==> src/include/pcts_pkg.sv <==
// Constants shared by the card timing and SDRAM mode setting logic
package pcts_pkg;

  // Register addresses
  localparam logic [31:0] CARD_TIMING_ADDR = 32'hff80_001c;
  localparam logic [31:0] MODE_BASE_AREA2 = 32'hff90_0000;
  localparam logic [31:0] MODE_BASE_AREA3 = 32'hff94_0000;
  localparam logic [15:0] MODE_OFFSET_MAX = 16'h0ffc;
  localparam logic [15:0] CARD_TIMING_RESET = 16'h0000;

  // Field positions inside the card timing register
  localparam int A5_EXTRA_LSB = 14;
  localparam int A6_EXTRA_LSB = 12;
  localparam int A5_SETUP_LSB = 9;
  localparam int A6_SETUP_LSB = 6;
  localparam int A5_HOLD_LSB = 3;
  localparam int A6_HOLD_LSB = 0;

  // Extra low-speed wait counts per two-bit code
  localparam logic [6:0] EXTRA_WAITS_1 = 7'h0f;
  localparam logic [6:0] EXTRA_WAITS_2 = 7'h1e;
  localparam logic [6:0] EXTRA_WAITS_3 = 7'h32;

  // Setup and hold wait counts for the upper four three-bit codes
  localparam logic [3:0] STEP_WAITS_4 = 4'h6;
  localparam logic [3:0] STEP_WAITS_5 = 4'h9;
  localparam logic [3:0] STEP_WAITS_6 = 4'hc;
  localparam logic [3:0] STEP_WAITS_7 = 4'hf;

  // Access size codes on the register port
  localparam logic [1:0] SIZE_BYTE = 2'h0;
  localparam logic [1:0] SIZE_WORD = 2'h1;
  localparam logic [1:0] SIZE_LONG = 2'h2;

  // SDRAM mode value handling
  localparam int MODE_SHIFT = 2;
  localparam logic [2:0] BURST_LEN_4 = 3'h2;
  localparam logic [2:0] BURST_LEN_8 = 3'h3;

  // Card cycle sequencer states
  typedef enum logic [3:0] {
    SEQ_IDLE = 4'h1,
    SEQ_SETUP = 4'h2,
    SEQ_STROBE = 4'h4,
    SEQ_HOLD = 4'h8
  } pcts_seq_state_t;

endpackage : pcts_pkg

==> src/design/pcts_top.sv <==
// Card strobe timing register and SDRAM mode setting path
`timescale 1ns/1ps
// Behaviour
// - Timing register: 16 bits, power-on clears only
// - Register places strobes; base waits set width
// - Low-speed extra waits 0/15/30/50 per area
// - Fields apply only when access-type bit is 0
// - Address-to-strobe setup waits, eight-step code
// - Address hold after strobe, same eight steps
// - Write-only virtual mode registers, areas 2, 3
// - Write address offset is mode; data ignored
// - 32-bit bus delivers offset shifted right two
// - Bases fixed; offset range 0 to 0ffc
// - Mode register takes low 16 address bits
// - Burst 4 or 8 only; byte writes only
module pcts_top
  import pcts_pkg::*;
#(
  parameter bit BURST8_SUPPORTED = 1'b1
)
(
  // Clock, power-on reset and freeze
  input wire logic CLK,
  input wire logic RST_N,
  input wire logic CLK_EN,
  // Internal register access port
  input wire logic [31:0] BUS_ADDR,
  input wire logic BUS_WR,
  input wire logic BUS_RD,
  input wire logic [1:0] BUS_SIZE,
  input wire logic [15:0] BUS_WDATA,
  output logic [15:0] BUS_RDATA,
  output logic BUS_ACK,
  // Settings held elsewhere in the bus controller
  input wire logic ACCESS_TYPE_SELECT,
  input wire logic [3:0] BASE_WAIT_CONTROL,
  input wire logic SDRAM_BUS_32,
  // Card cycle request
  input wire logic PC_START,
  input wire logic PC_AREA6,
  input wire logic PC_WRITE,
  input wire logic PC_LOW_SPEED,
  // Card cycle strobes
  output logic PC_ADDR_EN,
  output logic PC_OE_N,
  output logic PC_WE_N,
  output logic PC_SAMPLE,
  output logic PC_DONE,
  output logic PC_BUSY,
  // SDRAM mode-set command
  output logic SD_MRS_REQ,
  output logic SD_MRS_AREA3,
  output logic [15:0] SD_MRS_VALUE,
  input wire logic SD_MRS_ACK
);

  // Eight-step setup and hold decoding, shared by both areas
  function automatic logic [3:0] step_waits(input logic [2:0] code);
    logic [3:0] w;
    w = {1'b0, code};
    case (code)
      3'h4: w = STEP_WAITS_4;
      3'h5: w = STEP_WAITS_5;
      3'h6: w = STEP_WAITS_6;
      3'h7: w = STEP_WAITS_7;
      default: w = {1'b0, code};
    endcase
    return w;
  endfunction : step_waits

  // Extra low-speed waits per two-bit code
  function automatic logic [6:0] extra_waits(input logic [1:0] code);
    logic [6:0] w;
    w = 7'h00;
    case (code)
      2'h1: w = EXTRA_WAITS_1;
      2'h2: w = EXTRA_WAITS_2;
      2'h3: w = EXTRA_WAITS_3;
      default: w = 7'h00;
    endcase
    return w;
  endfunction : extra_waits

  // Mode window hit test for one area base
  function automatic logic mode_hit(input logic [31:0] addr,
                                    input logic [31:0] base);
    return (addr[31:16] == base[31:16]) &&
           (addr[15:0] <= MODE_OFFSET_MAX);
  endfunction : mode_hit

  logic [15:0] card_strobe_timing_reg; // Software timing settings
  logic ack_reg; // One-cycle answer to a taken access
  logic [15:0] rdata_reg; // Read data for the answer
  logic mrs_req_reg; // Mode-set command pending
  logic mrs_area3_reg; // Target area of the pending command
  logic [15:0] mrs_value_reg; // Value for the SDRAM address lines

  logic [15:0] mode_next; // Value that reaches the SDRAM
  logic hit_timing; // Access addresses the timing register
  logic hit_a2; // Access falls in the area 2 mode window
  logic hit_a3; // Access falls in the area 3 mode window
  logic mode_stall; // Mode write waits for the previous command
  logic take_rd; // Read taken this cycle
  logic take_wr; // Write taken this cycle
  logic burst_ok; // Burst code is one the part supports
  logic [1:0] extra_code; // Selected area's extra wait code
  logic [2:0] setup_code; // Selected area's setup code
  logic [2:0] hold_code; // Selected area's hold code
  logic [3:0] seq_setup; // Setup waits for the sequencer
  logic [6:0] seq_strobe; // Strobe waits for the sequencer
  logic [3:0] seq_hold; // Hold waits for the sequencer

  // Address decode and request qualification
  always_comb begin
    hit_timing = 1'b0;
    hit_a2 = 1'b0;
    hit_a3 = 1'b0;
    if (BUS_ADDR == CARD_TIMING_ADDR) begin
      hit_timing = 1'b1;
    end else if (mode_hit(BUS_ADDR, MODE_BASE_AREA2)) begin
      hit_a2 = 1'b1;
    end else if (mode_hit(BUS_ADDR, MODE_BASE_AREA3)) begin
      hit_a3 = 1'b1;
    end
    // A second mode write waits so no command is lost
    mode_stall = BUS_WR && (hit_a2 || hit_a3) && mrs_req_reg;
    take_rd = BUS_RD && !BUS_WR && !ack_reg;
    take_wr = BUS_WR && !ack_reg && !mode_stall;
  end

  // Value delivered to the SDRAM and its burst check
  always_comb begin
    mode_next = BUS_ADDR[15:0];
    if (SDRAM_BUS_32) begin
      mode_next = BUS_ADDR[15:0] >> MODE_SHIFT;
    end
    burst_ok = (mode_next[2:0] == BURST_LEN_4) ||
               (BURST8_SUPPORTED && (mode_next[2:0] == BURST_LEN_8));
  end

  // Timing register: only the power-on reset clears it
  always_ff @(posedge CLK or negedge RST_N) begin
    if (!RST_N) begin
      card_strobe_timing_reg <= CARD_TIMING_RESET;
    end else if (CLK_EN) begin
      // Byte writes are not merged; software uses word access here
      if (take_wr && hit_timing && (BUS_SIZE != SIZE_BYTE)) begin
        card_strobe_timing_reg <= BUS_WDATA;
      end
    end
  end

  // Register port answer; the port is quiet for one cycle after it
  always_ff @(posedge CLK or negedge RST_N) begin
    if (!RST_N) begin
      ack_reg <= 1'b0;
      rdata_reg <= 16'h0000;
    end else if (CLK_EN) begin
      ack_reg <= take_rd || take_wr;
      if (take_rd) begin
        // Mode windows are write only and read back as zero
        if (hit_timing) begin
          rdata_reg <= card_strobe_timing_reg;
        end else begin
          rdata_reg <= 16'h0000;
        end
      end
    end
  end

  // Mode-set command: address carries the value, data is dropped
  always_ff @(posedge CLK or negedge RST_N) begin
    if (!RST_N) begin
      mrs_req_reg <= 1'b0;
      mrs_area3_reg <= 1'b0;
      mrs_value_reg <= 16'h0000;
    end else if (CLK_EN) begin
      if (take_wr && (hit_a2 || hit_a3) && (BUS_SIZE == SIZE_BYTE) &&
          burst_ok) begin
        mrs_req_reg <= 1'b1;
        mrs_area3_reg <= hit_a3;
        mrs_value_reg <= mode_next;
      end else if (SD_MRS_ACK) begin
        mrs_req_reg <= 1'b0;
      end
    end
  end

  // Field selection for the addressed area; access-type bit gates all
  always_comb begin
    if (PC_AREA6) begin
      extra_code = card_strobe_timing_reg[A6_EXTRA_LSB +: 2];
      setup_code = card_strobe_timing_reg[A6_SETUP_LSB +: 3];
      hold_code = card_strobe_timing_reg[A6_HOLD_LSB +: 3];
    end else begin
      extra_code = card_strobe_timing_reg[A5_EXTRA_LSB +: 2];
      setup_code = card_strobe_timing_reg[A5_SETUP_LSB +: 3];
      hold_code = card_strobe_timing_reg[A5_HOLD_LSB +: 3];
    end
    seq_setup = 4'h0;
    seq_hold = 4'h0;
    seq_strobe = {3'h0, BASE_WAIT_CONTROL};
    if (!ACCESS_TYPE_SELECT) begin
      seq_setup = step_waits(setup_code);
      seq_hold = step_waits(hold_code);
      if (PC_LOW_SPEED) begin
        seq_strobe = {3'h0, BASE_WAIT_CONTROL} + extra_waits(extra_code);
      end
    end
  end

  // Timing is latched at cycle start, so a write mid-cycle waits
  pcts_card_seq u_seq (
    .clk(CLK),
    .rst_n(RST_N),
    .ce(CLK_EN),
    .start(PC_START),
    .write(PC_WRITE),
    .setup_waits(seq_setup),
    .strobe_waits(seq_strobe),
    .hold_waits(seq_hold),
    .addr_en(PC_ADDR_EN),
    .oe_n(PC_OE_N),
    .we_n(PC_WE_N),
    .sample(PC_SAMPLE),
    .done(PC_DONE),
    .busy(PC_BUSY)
  );

  // Port drive
  always_comb begin
    BUS_ACK = ack_reg;
    BUS_RDATA = rdata_reg;
    SD_MRS_REQ = mrs_req_reg;
    SD_MRS_AREA3 = mrs_area3_reg;
    SD_MRS_VALUE = mrs_value_reg;
  end

endmodule : pcts_top

==> src/design/pcts_card_seq.sv <==
// Card bus cycle sequencer: address setup, strobe, address hold
`timescale 1ns/1ps
module pcts_card_seq
  import pcts_pkg::*;
(
  // Clock, reset and freeze
  input wire logic clk,
  input wire logic rst_n,
  input wire logic ce,
  // Cycle request with latched timing
  input wire logic start,
  input wire logic write,
  input wire logic [3:0] setup_waits,
  input wire logic [6:0] strobe_waits,
  input wire logic [3:0] hold_waits,
  // Card side strobes
  output logic addr_en,
  output logic oe_n,
  output logic we_n,
  output logic sample,
  output logic done,
  output logic busy
);

  pcts_seq_state_t state_reg; // Current phase
  logic [6:0] count_reg; // Cycles left in the phase
  logic write_reg; // Direction of the running cycle
  logic [3:0] hold_reg; // Hold count kept for the hold phase
  // Strobe length is latched too, so a register write mid-cycle waits
  logic [6:0] strobe_reg; // Strobe count kept for the strobe phase

  // Phase sequencing; setup and hold counts of zero skip their phase
  always_ff @(posedge clk or negedge rst_n) begin
    if (!rst_n) begin
      state_reg <= SEQ_IDLE;
      count_reg <= 7'h00;
      write_reg <= 1'b0;
      hold_reg <= 4'h0;
      strobe_reg <= 7'h00;
    end else if (ce) begin
      case (state_reg)
        SEQ_IDLE: begin
          if (start) begin
            write_reg <= write;
            hold_reg <= hold_waits;
            strobe_reg <= strobe_waits;
            if (setup_waits != 4'h0) begin
              state_reg <= SEQ_SETUP;
              count_reg <= {3'h0, setup_waits} - 7'h01;
            end else begin
              state_reg <= SEQ_STROBE;
              count_reg <= strobe_waits;
            end
          end
        end
        SEQ_SETUP: begin
          if (count_reg == 7'h00) begin
            state_reg <= SEQ_STROBE;
            count_reg <= strobe_reg;
          end else begin
            count_reg <= count_reg - 7'h01;
          end
        end
        SEQ_STROBE: begin
          if (count_reg == 7'h00) begin
            if (hold_reg != 4'h0) begin
              state_reg <= SEQ_HOLD;
              count_reg <= {3'h0, hold_reg} - 7'h01;
            end else begin
              state_reg <= SEQ_IDLE;
            end
          end else begin
            count_reg <= count_reg - 7'h01;
          end
        end
        SEQ_HOLD: begin
          // Hold counts from the cycle after sampling or negation
          if (count_reg == 7'h00) begin
            state_reg <= SEQ_IDLE;
          end else begin
            count_reg <= count_reg - 7'h01;
          end
        end
        default: begin
          state_reg <= SEQ_IDLE;
        end
      endcase
    end
  end

  // Strobe outputs are decoded from registered state; done is also gated by ce
  always_comb begin
    addr_en = (state_reg != SEQ_IDLE);
    oe_n = !((state_reg == SEQ_STROBE) && !write_reg);
    we_n = !((state_reg == SEQ_STROBE) && write_reg);
    sample = (state_reg == SEQ_STROBE) && (count_reg == 7'h00);
    busy = (state_reg != SEQ_IDLE);
    done = ce && (((state_reg == SEQ_STROBE) && (count_reg == 7'h00) &&
           (hold_reg == 4'h0)) ||
           ((state_reg == SEQ_HOLD) && (count_reg == 7'h00)));
  end

endmodule : pcts_card_seq

==> config.mk <==
export PLATFORM = sky130hd
export DESIGN_NAME = pcts_top
export DESIGN_NICKNAME = d
export VERILOG_FILES = /design/src/include/pcts_pkg.sv /design/src/design/pcts_top.sv /design/src/design/pcts_card_seq.sv
export SDC_FILE = /design/constraint.sdc
export NUM_CORES = 1
export LEC_CHECK = 0
export BUFFER_PORTS_ARGS = -buffer_cell sky130_fd_sc_hd__buf_2
export CAP_MARGIN = 40
export CORE_ASPECT_RATIO = 0.8
export CORE_MARGIN = 5
export CORE_UTILIZATION = 54
export DETAILED_ROUTE_END_ITERATION = 6
export PLACE_DENSITY = 0.91
export SLEW_MARGIN = 15
export SYNTH_ARGS = -nofsm -noshare
export SYNTH_HDL_FRONTEND = slang
export SYNTH_SLANG_ARGS = --single-unit
==> constraint.sdc <==
create_clock -name CLK -period 3.1 [get_ports CLK]
set_input_delay 0.31 -clock CLK [delete_from_list [all_inputs] [get_ports CLK]]
set_output_delay 0.31 -clock CLK [all_outputs]
set_load 0.02 [all_outputs]
# Yosys cells after proc, flatten, opt, wreduce, memory -nomap -nowiden
# Index checks and enable logic that the tools add are counted.
totals:
  register_bits: 74
  latchBits: 0
  mem_bits_rw: 0
  mem_bits_ro: 0
  output_inout_bits: 41
  memories: 0
op_classes:
  n_addsub: 4
  n_mul: 0
  n_div: 0
  magnitude_cmp: 1
  eq_ne: 27
  shifts: 0
  n_mux: 36
  bitwise_logic: 0
  n_reduce_logical: 44
op_table:
  columns: ["cell", "count"]
  rows:
  - ["7-bit two-way mux", 10]
  - ["4-bit case mux with 4 select lines", 3]
  - ["16-bit equality test, second input constant", 2]
  - ["32-bit equality test, second input constant", 1]
  - ["16-bit two-way mux", 2]
  - ["4-bit two-way mux", 7]
  - ["7-bit case mux with 4 select lines", 1]
  - ["3-bit equality test, second input constant", 8]
  - ["1-bit logical AND", 19]
  - ["6-bit case mux with 3 select lines", 1]
  - ["16-bit by 12-bit <= comparator with 1-bit output, second input constant", 1]
  - ["4-bit nonzero test", 3]
  - ["5-bit AND reduction", 2]
  - ["4-bit by 1-bit subtractor with 5-bit output, second input constant", 2]
  - ["3-bit two-way mux", 3]
  - ["1-bit two-way mux", 8]
  - ["2-bit AND reduction", 4]
  - ["4-bit by 7-bit adder with 7-bit output", 1]
  - ["7-bit logical NOT", 1]
  - ["7-bit by 1-bit subtractor with 7-bit output, second input constant", 1]
  - ["3-bit by 2-bit equality test with 1-bit output, second input constant", 2]
  - ["1-bit logical NOT", 6]
  - ["2-bit by 1-bit != test with 1-bit output, second input constant", 3]
  - ["2-bit equality test, second input constant", 2]
  - ["other kinds (14)", 19]

# Logic depth before layout (Yosys ltp)
logic_depth:
  ltp_word: 15
  ltp_mapped: 11
  depth_no_buf: 10

# By module
# A second synthesis with hierarchy kept.
unflattened:
  cells_unflattened: 421
  hier_area_um2: 4448.0
modules_own_cells:
  columns: ["mod", "instances", "cells_each", "area_each_um2"]
  rows:
  - ["pcts_top", 1, 253, 2772.7]
  - ["pcts_card_seq", 1, 168, 1675.4]

# Least setup slack after synthesis
# OpenSTA, ideal clock, no wires.
synth_timing:
  path_kind: "input-to-reg"
  start: "input PC_AREA6"
  end: "register u_seq.count_reg[4]"
  setup_time_ns: 0.095
  t_arrival_ns: 2.464
  path_slack_ns: 0.541
  path_stages: 11
  cell_sequence: "buf_2 -> mux2i_1 -> inv_1 -> ha_1 -> ha_1 -> fa_1 -> a21o_1 -> a21oi_1 -> xnor2_1 -> a31oi_1 -> o31ai_1"
synth_between:
  elab_chain_len: 11
  word_cells_on_any_way: 22
synth_rtl:
  columns: ["element", "line", "source"]
  rows:
  - ["start: declaration", "pcts_top.sv:40", "input wire logic PC_AREA6,"]
  - ["2-bit two-way mux", "pcts_top.sv:191", "if (PC_AREA6) begin"]
  - ["2-bit equality test / 2-bit by 1-bit equality test with 1-bit output (equally long branches)", "pcts_top.sv:75", "case (code)"]
  - ["6-bit case mux with 3 select lines", "pcts_top.sv:75", null]
  - ["7-bit two-way mux", "pcts_top.sv:206", "if (PC_LOW_SPEED) begin"]
  - ["7-bit two-way mux", "pcts_top.sv:203", "if (!ACCESS_TYPE_SELECT) begin"]
  - ["4-bit by 7-bit adder with 7-bit output", "pcts_top.sv:207", "seq_strobe = {3'h0, BASE_WAIT_CONTROL} + extra_waits(extra_code);"]
  - ["7-bit two-way mux", "pcts_top.sv:206", null]
  - ["7-bit two-way mux", "pcts_top.sv:203", null]
  - ["7-bit two-way mux (*)", "pcts_card_seq.sv:47", "if (setup_waits != 4'h0) begin"]
  - ["7-bit two-way mux (*)", "pcts_card_seq.sv:43", "if (start) begin"]
  - ["7-bit case mux with 4 select lines (*)", "pcts_card_seq.sv:41", "case (state_reg)"]
  - ["end signal: assignment", "pcts_card_seq.sv:49", "count_reg <= {3'h0, setup_waits} - 7'h01;"]
  - ["end signal: assignment", "pcts_card_seq.sv:52", "count_reg <= strobe_waits;"]
  - ["end signal: assignment", "pcts_card_seq.sv:59", "count_reg <= strobe_reg;"]
  - ["end: declaration", "pcts_card_seq.sv:26", "logic [6:0] count_reg;"]
# Mark *: on every way between the ends. The rest lies on a longest branch, timed or not. The select of a mux whose other input is x is not followed.
# A chain may end at the register's enable or synchronous reset.

# Final worst setup path
layout_timing:
  start: "register u_seq.count_reg[4]"
  end: "output PC_SAMPLE"
layout_between:
  elab_chain_len: 2
layout_rtl:
  columns: ["element", "line", "source"]
  rows:
  - ["7-bit logical NOT", "pcts_card_seq.sv:96", "sample = (state_reg == SEQ_STROBE) && (count_reg == 7'h00);"]
  - ["1-bit logical AND", "pcts_card_seq.sv:96", null]
  - ["end: declaration", "pcts_top.sv:47", "output logic PC_SAMPLE,"]
# Every way passes these cells.

==> results.txt <==
Yosys mapped a number of flops with a built-in enable equal to 0. Data on the critical path is required at its endpoint by 2790 ps. The largest stage delay on the critical path is 650 ps.

In the final routed layout, each cell accounts on average for 18.6 um. Tracing the worst setup path back leads to its startpoint at u_seq.count_reg[4]$_DFFE_PN0P_. The initial utilization of the core area, before any placement, comes to 0.562.

The floorplan step defined a core boundary enclosing 0.00753 sq mm. The worst-case reg-to-reg path depth came out at 10. The final worst setup slack came out at 472 ps. The critical path in this run is classified as flop to primary output. Setup repair after global routing left no endpoint under its margin. Leaving out fill and tap cells, the most frequent cell in the layout is sky130_fd_sc_hd__buf_2. Of all flip-flops after synthesis, the portion carrying an async set or reset was 1.00. The highest attainable clock frequency came out at 380 MHz. Entering global routing, the biggest net connects 37 pins. In this run the critical register-to-register path is launched from card_strobe_timing_reg[12]$_DFFE_PN0P_. At the end of the flow, the number of nets in the layout was 581. Clock tree synthesis inserted a total of 9 buffers.

The die footprint came out at 0.00972 sq mm. The power per cell area came out at 548 mW/mm^2. The endpoint class of the critical path is a primary output. The TritonCTS clock tree is done. Adding up every negative setup slack in the final design gives 0 ps.

Global routing finished with a remaining overflow of 0. In this run the critical register-to-register path is captured at u_seq.count_reg[2]$_DFFE_PN0P_. The global-route wire length before repair is 18.6 mm. In this run, synthesis produced a sequential element count of 74. The H-tree generated during clock tree synthesis spans 3 levels.

The post-placement setup slack came out at 316 ps. The min-delay analysis places its worst path in the category input port to asynchronous set/reset pin. No sink is reached through more buffers than the 2 on the longest clock path. The final instance area is 0.00511 sq mm.

After detailed routing, the number of remaining DRC violations is 7. The sum of routed wire length over all layers came out at 11.3 mm. The root buffer cell is sky130_fd_sc_hd__clkbuf_8.

The core utilization of the finished layout came out at 0.678. The kind of cell with the highest combined delay along the critical path is simple AND/OR/NAND/NOR gates. The placed wire-length estimate is 8.43 mm. The arrival time reported for the critical path endpoint is 2320 ps. Synthesis produced a netlist whose cell count is 393. The leakage power of the design came out at 2.61 nW. The final max-slew violation count came to 0. The worst path in the final design needs a cycle of 2630 ps, including I/O delays and setup. After clock tree synthesis, the clock-pin slew on the worst setup and hold paths is 90 ps. Routability-driven placement finished with a final weighted congestion of 0.995. Fill cells in the final layout number 573.

The via density per instance is 6.01. Traced cell by cell, the critical path runs through or4_1 -> or2_1 -> nor2_1 -> buf_2. The post-cts gate resize count came out at 0.

The count of pins on the block boundary came out at 107. The most critical setup path has its endpoint at PC_SAMPLE. The number of antenna violations at the first check in global routing is 0. The count of port buffers added during placement is 106.

The cell area after technology mapping came out at 0.00423 sq mm. The clock latency reported for the late side of the worst-skew pair came out at 350 ps. The normalized max-slew margin came out at 0.462.

Among all stages on the critical path, the largest delay is contributed by sky130_fd_sc_hd__or4_1. The number of DRC markers in iteration 0 is 198. The final number of hold-violating endpoints came out at 0. The combined buffer and inverter count along the critical path came out at 1. The transition time at the pin with the least slew margin is 804 ps.

The number of nets with antenna violations after detailed routing is 0. The unique cell type count in the Yosys netlist is 65. The post-route clock period utilization came out at 0.848. The area growth from synthesis to layout is 20.6%.

The worst setup path is launched from a flop. The vertical die dimension is 89.2 um. The cell area after placement is 0.00486 sq mm. The number of warnings printed during yosys synthesis is 0. In the global route stage, overall resource usage came out at 0.247. The max-cap violation count came out at 0. The via count of the routed design is 3675. The number of rows in the core area is 28.

The share of synthesized area occupied by flip-flops and latches is 0.438. The final reports fail on design-rule violations. The number of gates on the worst path with buffers counted is 4. The post-synthesis net count is 473. The setup-violating endpoint count in the final report is 0. The flow ran to the end, but the final reports show violations. Leaving out fill and tap cells, the most frequent cells in the layout are sky130_fd_sc_hd__buf_2, sky130_fd_sc_hd__dfrtp_1, sky130_fd_sc_hd__mux2_2. The hold-fix buffer count after cts is 0. The worst-case IR drop observed on VDD is 0.360 mV.

The number of antenna diodes in the final layout is 0. The internal reg-to-reg setup slack came out at 490 ps. The worst-case clock skew is 12.8 ps. The via count of the first global-routing pass is 3823.

The design draws 2.80 mW. The most used flip-flop cell after synthesis is sky130_fd_sc_hd__dfrtp_1. Dividing the synthesized area by the synthesized cell count gives 10.8 sq um.

The number of buffers added for setup after CTS came out at 0. The chip width is 109 um. The pre-antenna-repair detailed-routing pass consisted of 7 iterations. The top fanout value on the critical path came out at 10. In the final layout, the share of cells above drive strength 1 is 0.375.

The clock sink count is 74.
==> cells in the mapped netlist (all sizes together) (6+ instances only) <==
cell,n,area share
nand2b,6,0.0089
buf,11,0.018
mux2,42,0.11
mux2i,13,0.031
a22o,18,0.037
a211oi,8,0.015
nand3,8,0.0095
nand2,27,0.024
xor2,7,0.014
o31ai,8,0.014
clkbuf,9,0.0080
dfrtp,73,0.43
o21ai,16,0.019
nor2,18,0.016
nor3,7,0.011
a21oi,8,0.0095
inv,16,0.014
ha,13,0.038
==> metal layers <==
metal	track usage	wire, um
met1	0.314	4730
met4	0.0917	238
met5	0	0
met2	0.412	5420
met3	0.0614	956
==> report_power, final <==
part	internal (mW)	switching, mW
logic	0.302	0.455
clock network	0.484	0.390
registers	1.05	0.114
total	1.84	0.958
==> worst min path at each step <==
stage               start                           to  slack (ps)  cells past startpoint
detailed placement  RST_N    BUS_RDATA[15]$_DFFE_PN0P_         430                      1
finish              RST_N  SD_MRS_VALUE[3]$_DFFE_PN0P_          20                      1
global placement    RST_N     BUS_RDATA[2]$_DFFE_PN0P_         410                      1
global route        RST_N  SD_MRS_VALUE[5]$_DFFE_PN0P_          90                      1
CTS                 RST_N    BUS_RDATA[15]$_DFFE_PN0P_          40                      1
floorplan           RST_N          BUS_ACK$_DFFE_PN0P_          10                      0
==> worst reg2reg max path: stages (launching register included) <==
cell,delay (ps)
sky130_fd_sc_hd__dfrtp_1,400
sky130_fd_sc_hd__mux2i_1,200
sky130_fd_sc_hd__inv_1,120
sky130_fd_sc_hd__ha_1,220
sky130_fd_sc_hd__ha_1,220
sky130_fd_sc_hd__fa_1,420
sky130_fd_sc_hd__xor2_1,180
sky130_fd_sc_hd__mux2i_1,190
sky130_fd_sc_hd__o22ai_1,130
sky130_fd_sc_hd__a311oi_1,280
sky130_fd_sc_hd__o31ai_1,100
==> cell type report <==
cell class              count  area, sq um  share of cell area
clock buffers              10          138              0.0270
clock inverters             6         95.1              0.0186
inverters                  16         60.1              0.0118
multi-input cells         283         2210               0.433
flip-flops and latches     74         1850               0.363
well taps                 105          131              0.0257
repair buffers            117          617               0.121
==> logic make-up (layout without fill, tap and decap cells) <==
kind of cell | after synthesis | after routing | share of synthesized area
AO/OA/AOI/OAI | 96 | 96 | 0.171
XOR/XNOR | 11 | 11 | 0.0228
adder cells (fa/ha/maj) | 14 | 14 | 0.0431
buffers and inverters | 36 | 149 | 0.0399
flip-flops | 74 | 74 | 0.438
multiplexers | 55 | 55 | 0.142
AND/OR/NAND/NOR | 107 | 107 | 0.143
==> metrics by stage <==
step                hold WS (ps)  instances
finish                      24.3        611
global route                86.0        611
CTS                         38.0        610
detailed placement           426        594
global placement             407        594
floorplan                   14.4        393
No activity file was read; power rests on OpenSTA's default activity.
